===== src/hw/ftb_pkg.sv =====
// package for the fan speed input binding and monitor status/control block
// assumes a byte-wide register port driven by the two-wire interface front end
// ----------------------------------------------------------------------------
// Contract
// eight binding bits, two per speed input; low bit drive a, high bit drive b
// mask speed errors of inputs bound to a drive at zero duty or spin-up
// software never binds one speed input to both drives
// software programs the binding whenever smart tachometer mode is on
// override bit 0 forces every drive output to full duty
// with bit 2 set, general input four error masks all other error events
// bits 5:4 pick tachometer edges: either, rising, falling, 3 reserved
// duty changing from zero to non-zero starts spin-up for configured time
// bit 6 shows any host error, bit 7 any board-controller error
// ----------------------------------------------------------------------------
package ftb_pkg;
  localparam logic [7:0] ADDR_BINDING = 8'hE0;
  localparam logic [7:0] ADDR_STATUS_CTRL = 8'hE2;
  localparam logic [7:0] RESET_BINDING = 8'h00;
  localparam logic [7:0] RESET_STATUS_CTRL = 8'h00;
  localparam int BIT_OVERRIDE = 0;
  localparam int BIT_ASF_MODE = 1;
  localparam int BIT_TRIP_A_MASK = 2;
  localparam int BIT_TRIP_B_MASK = 3;
  localparam int BIT_EDGE_LO = 4;
  localparam int BIT_HOST_SUM = 6;
  localparam int BIT_BOARD_SUM = 7;
  localparam logic [7:0] DUTY_FULL = 8'hFF;
  localparam logic [7:0] DUTY_ZERO = 8'h00;
  localparam int CLOCK_MHZ = 125;
  // spin-up times in ms, index is the three-bit duration code
  localparam int SPINUP_MS [8] = '{0, 100, 250, 400, 700, 1000, 2000, 4000};
  localparam int CYCLES_PER_MS = CLOCK_MHZ * 1000;
  typedef enum logic [1:0] {EDGE_EITHER, EDGE_RISE, EDGE_FALL, EDGE_RSVD} ftb_edge_e;
endpackage


===== src/hw/ftb_spinup.sv =====
// spin-up timer for one fan drive output
// assumes duty is synchronous to clock and tick is a one-cycle ms strobe
`timescale 1ns/1ps
module ftb_spinup
  import ftb_pkg::*;
(
  // clock and reset
  input wire logic clock,
  input wire logic nrst,
  input wire logic clockEnable,
  // control
  input wire logic msTick,
  input wire logic [7:0] duty,
  input wire logic [2:0] spinupDuration,
  // status
  output logic spinning
);
  logic [7:0] prevDuty;
  logic [11:0] msLeft;
  logic spinActive;
  logic startNow;

  // zero to nonzero starts spin-up
  assign startNow = (prevDuty == DUTY_ZERO) && (duty != DUTY_ZERO) && (spinupDuration != 3'h0);
  // the starting cycle counts as spinning, so no speed error slips through it
  assign spinning = spinActive || startNow;

  // spin-up countdown in ms ticks
  always_ff @(posedge clock) begin
    if (!nrst) begin
      prevDuty <= DUTY_ZERO;
      msLeft <= 12'h000;
      spinActive <= 1'b0;
    end else if (clockEnable) begin
      prevDuty <= duty;
      if (startNow) begin
        msLeft <= 12'(SPINUP_MS[spinupDuration]);
        spinActive <= 1'b1;
      end else if (duty == DUTY_ZERO) begin
        msLeft <= 12'h000;
        spinActive <= 1'b0;
      end else if (spinActive && msTick) begin
        msLeft <= msLeft - 12'h001;
        if (msLeft == 12'h001) spinActive <= 1'b0;
      end
    end
  end
endmodule


===== src/hw/ftb_binding_ctrl.sv =====
// tachometer to drive binding, override, auto-mask and status/control registers
// assumes a byte register port and error vectors from the monitor's status logic
`timescale 1ns/1ps
module ftb_binding_ctrl
  import ftb_pkg::*;
#(
  parameter int MS_CYCLES = CYCLES_PER_MS,
  parameter int HOST_ERR_W = 8,
  parameter int BOARD_ERR_W = 8
) (
  // clock and reset
  input wire logic clock,
  input wire logic nrst,
  input wire logic clockEnable,
  // register port
  input wire logic regWrite,
  input wire logic regRead,
  input wire logic [7:0] regAddr,
  input wire logic [7:0] regWdata,
  output logic [7:0] regRdata,
  // automatic fan control duty and spin-up settings
  input wire logic [7:0] autoDutyA,
  input wire logic [7:0] autoDutyB,
  input wire logic [2:0] spinupDurationA,
  input wire logic [2:0] spinupDurationB,
  // raw error events and status views
  input wire logic [3:0] speedErrRaw,
  input wire logic [15:0] otherErrRaw,
  input wire logic generalInputFourErr,
  input wire logic generalInputFourErrCleared,
  input wire logic [HOST_ERR_W-1:0] hostErrStatus,
  input wire logic [BOARD_ERR_W-1:0] boardErrStatus,
  // outputs
  output logic [7:0] fanDriveOutA,
  output logic [7:0] fanDriveOutB,
  output logic [1:0] tachEdgeSel,
  output logic [3:0] speedErrEvent,
  output logic [15:0] otherErrEvent,
  output logic generalInputFourEvent,
  output logic alertStandardFormatMode,
  output logic tripInputBAutoMask
);
  // ---------------------------------------------------------------------------
  // parameter checks
  // ---------------------------------------------------------------------------
  // the ms strobe needs at least two cycles per period
  if (MS_CYCLES < 2) begin : gMsCyclesCheck
    $error("MS_CYCLES must be at least 2");
  end
  // each status vector must carry at least one bit
  if (HOST_ERR_W < 1 || BOARD_ERR_W < 1) begin : gErrWidthCheck
    $error("error widths must be positive");
  end

  logic [7:0] binding;
  logic fullSpeedOverride, tripInputAAutoMask;
  logic [1:0] edgeField;
  logic tripLatched;
  logic [31:0] msCount;
  logic msTick;
  logic spinA, spinB;
  logic [3:0] speedMask;
  logic hostSum, boardSum;

  // ---------------------------------------------------------------------------
  // register writes
  // ---------------------------------------------------------------------------
  // binding storage
  always_ff @(posedge clock) begin
    if (!nrst) begin
      binding <= RESET_BINDING;
    end else if (clockEnable && regWrite && regAddr == ADDR_BINDING) begin
      binding <= regWdata;
    end
  end

  // control bits of the status/control register
  always_ff @(posedge clock) begin
    if (!nrst) begin
      fullSpeedOverride <= RESET_STATUS_CTRL[BIT_OVERRIDE];
      alertStandardFormatMode <= RESET_STATUS_CTRL[BIT_ASF_MODE];
      tripInputAAutoMask <= RESET_STATUS_CTRL[BIT_TRIP_A_MASK];
      tripInputBAutoMask <= RESET_STATUS_CTRL[BIT_TRIP_B_MASK];
      edgeField <= RESET_STATUS_CTRL[BIT_EDGE_LO+:2];
    end else if (clockEnable && regWrite && regAddr == ADDR_STATUS_CTRL) begin
      fullSpeedOverride <= regWdata[BIT_OVERRIDE];
      alertStandardFormatMode <= regWdata[BIT_ASF_MODE];
      tripInputAAutoMask <= regWdata[BIT_TRIP_A_MASK];
      tripInputBAutoMask <= regWdata[BIT_TRIP_B_MASK];
      edgeField <= regWdata[BIT_EDGE_LO+:2];
    end
  end

  // ---------------------------------------------------------------------------
  // spin-up timing
  // ---------------------------------------------------------------------------
  // millisecond strobe shared by both timers
  always_ff @(posedge clock) begin
    if (!nrst) begin
      msCount <= 32'h0000_0000;
      msTick <= 1'b0;
    end else if (clockEnable) begin
      msTick <= (msCount == 32'(MS_CYCLES - 1));
      msCount <= (msCount == 32'(MS_CYCLES - 1)) ? 32'h0000_0000 : msCount + 32'h0000_0001;
    end
  end

  // one spin-up timer per drive output
  ftb_spinup spinupA (
    .clock(clock),
    .nrst(nrst),
    .clockEnable(clockEnable),
    .msTick(msTick),
    .duty(autoDutyA),
    .spinupDuration(spinupDurationA),
    .spinning(spinA)
  );
  ftb_spinup spinupB (
    .clock(clock),
    .nrst(nrst),
    .clockEnable(clockEnable),
    .msTick(msTick),
    .duty(autoDutyB),
    .spinupDuration(spinupDurationB),
    .spinning(spinB)
  );

  // ---------------------------------------------------------------------------
  // drive outputs and edge select
  // ---------------------------------------------------------------------------
  // full speed override
  always_ff @(posedge clock) begin
    if (!nrst) begin
      fanDriveOutA <= DUTY_ZERO;
      fanDriveOutB <= DUTY_ZERO;
    end else if (clockEnable) begin
      fanDriveOutA <= fullSpeedOverride ? DUTY_FULL : autoDutyA;
      fanDriveOutB <= fullSpeedOverride ? DUTY_FULL : autoDutyB;
    end
  end

  // edge selection, reserved code falls back to either edge
  // the stored field still reads back as written, reserved code included
  always_ff @(posedge clock) begin
    if (!nrst) begin
      tachEdgeSel <= 2'(EDGE_EITHER);
    end else if (clockEnable) begin
      tachEdgeSel <= (edgeField == 2'(EDGE_RSVD)) ? 2'(EDGE_EITHER) : edgeField;
    end
  end

  // ---------------------------------------------------------------------------
  // error masking
  // ---------------------------------------------------------------------------
  // speed error mask from binding
  // an input bound to both drives is masked by either, software must avoid that
  always_comb begin
    for (int i = 0; i < 4; i++) begin
      speedMask[i] = (binding[2*i] && (autoDutyA == DUTY_ZERO || spinA))
                  || (binding[2*i+1] && (autoDutyB == DUTY_ZERO || spinB));
    end
  end

  // trip latch, set wins over clear
  always_ff @(posedge clock) begin
    if (!nrst) begin
      tripLatched <= 1'b0;
    end else if (clockEnable) begin
      if (tripInputAAutoMask && generalInputFourErr) tripLatched <= 1'b1;
      else if (generalInputFourErrCleared || !tripInputAAutoMask) tripLatched <= 1'b0;
    end
  end

  // mask other events after trip
  // the trip event masks the others in its own cycle, before the latch is set
  always_ff @(posedge clock) begin
    if (!nrst) begin
      speedErrEvent <= 4'h0;
      otherErrEvent <= 16'h0000;
      generalInputFourEvent <= 1'b0;
    end else if (clockEnable) begin
      generalInputFourEvent <= generalInputFourErr && !tripLatched;
      if (tripLatched || (tripInputAAutoMask && generalInputFourErr)) begin
        speedErrEvent <= 4'h0;
        otherErrEvent <= 16'h0000;
      end else begin
        speedErrEvent <= speedErrRaw & ~speedMask;
        otherErrEvent <= otherErrRaw;
      end
    end
  end

  // ---------------------------------------------------------------------------
  // summaries and readback
  // ---------------------------------------------------------------------------
  // summary flags
  // flags trail the status bits by one cycle, a read adds one more
  always_ff @(posedge clock) begin
    if (!nrst) begin
      hostSum <= 1'b0;
      boardSum <= 1'b0;
    end else if (clockEnable) begin
      hostSum <= |hostErrStatus;
      boardSum <= |boardErrStatus;
    end
  end

  // read data register, unmapped reads return zero
  always_ff @(posedge clock) begin
    if (!nrst) begin
      regRdata <= 8'h00;
    end else if (clockEnable && regRead) begin
      if (regAddr == ADDR_BINDING) begin
        regRdata <= binding;
      end else if (regAddr == ADDR_STATUS_CTRL) begin
        regRdata <= {boardSum, hostSum, edgeField, tripInputBAutoMask,
                     tripInputAAutoMask, alertStandardFormatMode, fullSpeedOverride};
      end else begin
        regRdata <= 8'h00;
      end
    end
  end
endmodule


===== config.mk =====
export PLATFORM = sky130hd
export DESIGN_NAME = ftb_binding_ctrl
export DESIGN_NICKNAME = d
export VERILOG_FILES = /design/src/hw/ftb_pkg.sv /design/src/hw/ftb_spinup.sv /design/src/hw/ftb_binding_ctrl.sv
export SDC_FILE = /design/constraint.sdc
export NUM_CORES = 1
export LEC_CHECK = 0
export BUFFER_PORTS_ARGS = -buffer_cell sky130_fd_sc_hd__buf_2
export CORE_MARGIN = 8
export CORE_UTILIZATION = 50
export DETAILED_ROUTE_END_ITERATION = 16
export PLACE_DENSITY = 0.73
export SYNTH_ARGS = -nofsm -noshare
export SYNTH_HDL_FRONTEND = slang
export SYNTH_SLANG_ARGS = --single-unit
export TNS_END_PERCENT = 10

===== constraint.sdc =====
create_clock -name clock -period 2.3 [get_ports clock]
set_input_delay 0.46 -clock clock [delete_from_list [all_inputs] [get_ports clock]]
set_output_delay 0.46 -clock clock [all_outputs]
set_load 0.1 [all_outputs]

# ---- Word level (Yosys, flattened, before mapping)
# Memories as Yosys holds them, arrays and structs flattened.
# Index checks and enable logic that the tools add are counted.
dict set report word_totals {
  wordCells 121
  inputBits 81
  n_memories 2
  output_inout_bits 49
  rom_bits 512
  reg_bits 139
}
# memory depth word_bits rd rd_ports_with_merged_regs write_ports line
set memory_table {}
lappend memory_table {{(no name shown)} 8 32 1 0 0 ftb_spinup.sv:37} ;# msLeft <= 12'(SPINUP_MS[spinupDuration]);
lappend memory_table {{(no name shown)} 8 32 1 0 0 ftb_spinup.sv:37}
dict set report classes {
  reduce_logical 52
  addsub 3
  muxes 28
  n_lt_le_gt_ge 2
  bitwise 4
  eq_ne 6
}
# operator count
set ops {}
lappend ops {{2-to-1 mux 12 bit} 10}
lappend ops {{adder 32 x 1 -> 32 bit (second input constant)} 1}
lappend ops {{equality test 32 x 17 -> 1 bit (second input constant)} 1}
lappend ops {{zero test 8 bit} 4}
lappend ops {{2-to-1 mux 32 bit} 1}
lappend ops {{2-to-1 mux 8 bit} 4}
lappend ops {{equality test 12 x 1 -> 1 bit (second input constant)} 2}
lappend ops {{subtractor 12 x 1 -> 12 bit (second input constant)} 2}
lappend ops {{logical AND 1 bit} 20}
lappend ops {{nonzero test 3 bit} 6}
lappend ops {{equality test 8 bit (second input constant)} 2}
lappend ops {{2-to-1 mux 16 bit} 1}
lappend ops {{nonzero test 8 bit} 2}
lappend ops {{OR reduction 8 bit} 2}
lappend ops {{logical OR 1 bit} 10}
lappend ops {{2-to-1 mux 1 bit} 10}
lappend ops {{greater-or-equal comparator 4 bit (second input constant)} 2}
lappend ops {{inverter 3 -> 4 bit} 2}
lappend ops {{AND reduction 2 bit} 3}
lappend ops {{AND reduction 3 bit} 2}
lappend ops {{bitwise AND 4 bit} 1}
lappend ops {{2-to-1 mux 4 bit} 1}
lappend ops {{inverter 4 bit} 1}
lappend ops {{equality test 2 bit (second input constant)} 1}
lappend ops {{other kinds (3)} 4}

# ---- Logic depth before layout (Yosys ltp)
dict set report logic_depth {
  ltp_word 10
  mapped_depth 9
  ltp_nobuf 7
}

# ---- Cells and area by module
# Synthesis repeated with hierarchy kept, for this count alone.
dict set report hier_totals {
  hier_cells 761
  hier_area_um2 6827.8
}
# mod cells_per_inst instances seq_area_each_um2 area_per_inst_um2
set by_module_without_submodules {}
lappend by_module_without_submodules {ftb_binding_ctrl 453 1 1941.9 4247.8}
lappend by_module_without_submodules {ftb_spinup 154 2 420.4 1290.0}

# ---- Worst setup path before layout
# No wires, ideal clock.
dict set report synth_timing {
  path_type {in2reg}
  start {input port regAddr[3]}
  end {register binding[0]}
  setup_slack_ns 0.218
  required_time_ns 2.172
  setup_ns 0.128
  cell_stages 6
  arrival_ns 1.954
  path_buffers 1
  path_cell_list {or4b_4 > nor3_2 > and3_1 > buf_4 > mux2i_1 > nor2_1}
}
dict set report synth_via {
  elab_chain_cells 2
}
# item line
set synth_rtl {}
lappend synth_rtl {{start, declared} ftb_binding_ctrl.sv:18} ;# input wire logic [7:0] regAddr,
lappend synth_rtl {{equality test 8 bit} ftb_binding_ctrl.sv:72} ;# end else if (clockEnable && regWrite && regAddr == ADDR_BINDING) begin
lappend synth_rtl {{logical AND 1 bit} ftb_binding_ctrl.sv:72}
lappend synth_rtl {{end signal, assigned} ftb_binding_ctrl.sv:73} ;# binding <= regWdata;
lappend synth_rtl {{end, declared} ftb_binding_ctrl.sv:55} ;# logic [7:0] binding;
# Every way passes these cells.
# A chain may end at the register's enable or synchronous reset.

# ---- Final worst setup path
dict set report layout_timing {
  start {register spinupB.msLeft[0]}
  end {register spinupB.msLeft[8]}
}
dict set report layout_via {
  elab_chain_cells 4
}
# item line
set layout_rtl {}
lappend layout_rtl {{start, declared} ftb_spinup.sv:19} ;# logic [11:0] msLeft;
lappend layout_rtl {{start signal, assigned} ftb_spinup.sv:37}
lappend layout_rtl {{start signal, assigned} ftb_spinup.sv:43} ;# msLeft <= msLeft - 12'h001;
lappend layout_rtl {{subtractor 12 x 1 -> 12 bit} ftb_spinup.sv:43}
lappend layout_rtl {{2-to-1 mux 12 bit} ftb_spinup.sv:42} ;# end else if (spinActive && msTick) begin
lappend layout_rtl {{2-to-1 mux 12 bit} ftb_spinup.sv:39} ;# end else if (duty == DUTY_ZERO) begin
lappend layout_rtl {{2-to-1 mux 12 bit} ftb_spinup.sv:36} ;# if (startNow) begin
# Every way passes these cells. The select of a mux whose other input is x is not followed.

==> flow_summary.ini <==
[sta]
setup_tns_ns = 0
fmax_mhz = 471
skew_ns = 0.00838
fin_ws_ns = 0.176
rsz0062_at_grt = false
hold_viol = 0
tightest_slew_ns = 0.873
setup_viol = 0
min_period_ns = 2.12
drv_slew = 0
hold_ws_ns = 0.268
max_slew_margin_pct = 41.3
post-route-period-util_pct = 92.3

[min_path]
hp-class = in2reg
hold_path_depth = 3
hold_path_startpoint = regWdata[7]
min_to = binding[7]

[detailed_routing]
post_drt_via_cell_ratio = 5.56
routed_wl_um = 17800
ant_nets = 0
wl_per_cell_um = 16.4
vias = 6044
drt_iter0_markers = 457
drc = 0
first_pass_iters = 5

[pwr]
ir_drop_v = 0.000575
comb_power_share_pct = 18.6
p_int_mw = 4.40
power_mw = 6.39
seqPwrFrac_pct = 40.7
power_frac_clock_pct = 40.8
leakage_nw = 3.41
p_sw_mw = 1.99
swShare_pct = 31.2
cellPowerDensity_nw_per_um2 = 796

[synth]
syn_inst = 766
synth_cell_types = 65
syn_area_per_cell_um2 = 8.56
synth_seq_cells = 139
synth_area_leaders = dfxtp_1 42%, nor2_1 7.6%, mux2i_1 5.2%, a22oi_1 3.0%, nand2_1 2.9%
synth_enable_flop_cells = 0
synth_top_area_share_pct = 42.5
synth.net_count = 862
synth_common_cells = 139 x dfxtp_1, 132 x nor2_1, 51 x nand2_1
ys_seq_area_share_pct = 42.5
yosys_warnings = 0
dominantRegCellSynth = dfxtp_1
synth.most_common_cell = dfxtp_1
async_reset_ff_share_pct = 0
netlist_area_um2 = 6550
synth_largest_area_cell = dfxtp_1

[die]
initial_core_util_pct = 50.3
die_area_um2 = 17000
rows = 42
die_x_um = 130
pin_count = 130
core_um2 = 13000
die_y_um = 130

[setup_path]
cp-start-kind = flop
worst-setup-path-type = reg2reg
worstPathArrival_ns = 2.47
critical-path-max-stage-delay_ns = 0.52
path_buf_inv = 1
cp_top_family = simple AND/OR/NAND/NOR gates
worst_r2r_endpoint = spinupB.msLeft[8]
crit_path_end_kind = flop
r2r-start = spinupB.msLeft[0]
slowest_stage = or3b_2
ff2ff_path_depth = 7
crit_fanout = 6
r2r_slack_ns = 0.18
path_cells = inv_1, ha_1, or3b_2, nor2_1, nand2_1, or4_1, a31oi_1
worstPathRequired_ns = 2.65

[cts]
cts_tree = built
clock-root-buffer = clkbuf_16
post_cts_resized = 0
hold_buffers = 0
clk_latency_ns = 0.43
clockBufferDepth = 2
cts_setup_buffers = 0
numCtsBuffers = 17
cts_sinks = 139
cts.clk_slew.worst_paths_ns = 0.06
htree_levels = 4

[cells_and_area]
fin_area_um2 = 8030
nFillCells = 1179
syn_to_final_growth_pct = 22.5
final_cells = 1087
nets = 994
final_util_pct = 61.6
antenna_cells = 0
drive_gt1_share_pct = 22.4

[run_status]
status = complete, no violations

[run]
cap_violations = 0

[grt]
grt-ovfl-total = 0
antenna_found_initial = 3
grt.total_usage_pct = 21.8
grt_pass1_vias = 5875
grt_max_degree = 57
grt_pass1_wl_um = 29200

[placed_design]
hpwl_um = 12900
routabilityCongestion = 0.860
pre_cts_ws_ns = 0.0178
dpl_cell_area_um2 = 7460
dp.cells = 1055
port_buffers = 129
==> cells in the final DEF, fill, tap and decap left out, types with 3 or more instances in the layout <==
master / n
ha_1: 15
nor4_1: 26
and3_1: 14
a21oi_1: 36
clkinv_2: 3
clkbuf_16: 17
nor2_1: 132
xor2_1: 18
nand2b_1: 6
o21ai_0: 28
and4_1: 3
buf_12: 4
nand3_1: 29
nand3b_1: 4
o32ai_1: 3
buf_2: 129
or4_1: 5
mux2i_1: 34
and2_1: 5
buf_4: 28
nand4_1: 11
o22ai_1: 12
or3_1: 4
a22oi_1: 26
inv_6: 5
nand2_1: 51
dfxtp_1: 139
nor2b_1: 3
a211oi_1: 10
nor4b_1: 6
xnor2_1: 19
nor3_1: 12
clkinvlp_4: 4
o31ai_1: 4
a31oi_1: 9
inv_1: 15
==> worst register-to-register path, delay by kind of cell, from the launching register on <==
family	cells	cell delay (ns)
DFF	1	0.37
AOI/OAI and AO/OA	1	0.18
buffers and inverters	1	0.09
and+or+nand+nor	4	1.23
adders and majority gates	1	0.18
==> metal layers <==
metal | wire (µm) | track usage (%)
met5 | 26 | 0
met4 | 369 | 8.44
met2 | 8360 | 35.5
met1 | 7750 | 26.1
met3 | 1270 | 7.18
==> cell families (layout without fill, tap and decap cells) <==
logic type               after synthesis  in the layout  share of synthesized area, %
flip-flops                           139            139                          42.5
AO/OA/AOI/OAI                        153            153                          15.6
buffers and inverters                 64            209                          4.77
adder cells (fa/ha/maj)               15             15                          2.86
AND/OR/NAND/NOR                      324            324                          24.2
multiplexers                          34             34                          5.19
XOR/XNOR                              37             37                          4.94
==> sequential cells by signal (all words and copies together) (netlist names), 4 cells and up <==
| register | cells |
|---|---|
| fanDriveOutB | 8 |
| fanDriveOutA | 8 |
| spinupA.prevDuty | 8 |
| regRdata | 8 |
| msCount | 32 |
| spinupB.prevDuty | 8 |
| otherErrEvent | 16 |
| speedErrEvent | 4 |
| spinupA.msLeft | 12 |
| spinupB.msLeft | 12 |
| binding | 8 |
==> power by group through the flow <==
| stage | Sequential (mW) | Combinational, mW | Clock (mW) |
|---|---|---|---|
| 6_report | 2.60 | 1.19 | 2.60 |
| 5_1_grt | 2.61 | 1.28 | 2.74 |
| 4_1_cts | 2.59 | 1.18 | 2.64 |
| 3_5_place_dp | 2.64 | 1.18 | 0 |
| 3_3_place_gp | 2.64 | 1.17 | 0 |
| 2_1_floorplan | 2.97 | 0.533 | 0 |
==> how the worst max path moves through the flow <==
stage | from | end | slack [ns] | cells past startpoint
final | spinupB.msLeft[0] | spinupB.msLeft[8] | 0.18 | 7
after global routing | spinupB.msLeft[0] | spinupB.msLeft[8] | 0.06 | 7
after CTS | spinupB.msLeft[0] | spinupB.msLeft[8] | 0.21 | 7
after detailed placement | autoDutyA[4] | spinupA.spinActive | 0.02 | 6
after global placement | autoDutyA[4] | spinupA.spinActive | 0.03 | 6
after floorplan | regAddr[3] | binding[0] | 0.22 | 6
==> area by class of cell <==
class | count | area (µm²) | area share [%]
sequential | 139 | 2780 | 34.7
clock inverter | 15 | 139 | 1.73
timing repair buffer | 161 | 936 | 11.7
multi-input combinational | 563 | 3460 | 43.1
inverter | 16 | 60.1 | 0.748
clock buffer | 17 | 425 | 5.30
tap | 176 | 220 | 2.74
(Power assumes the default switching activity.)
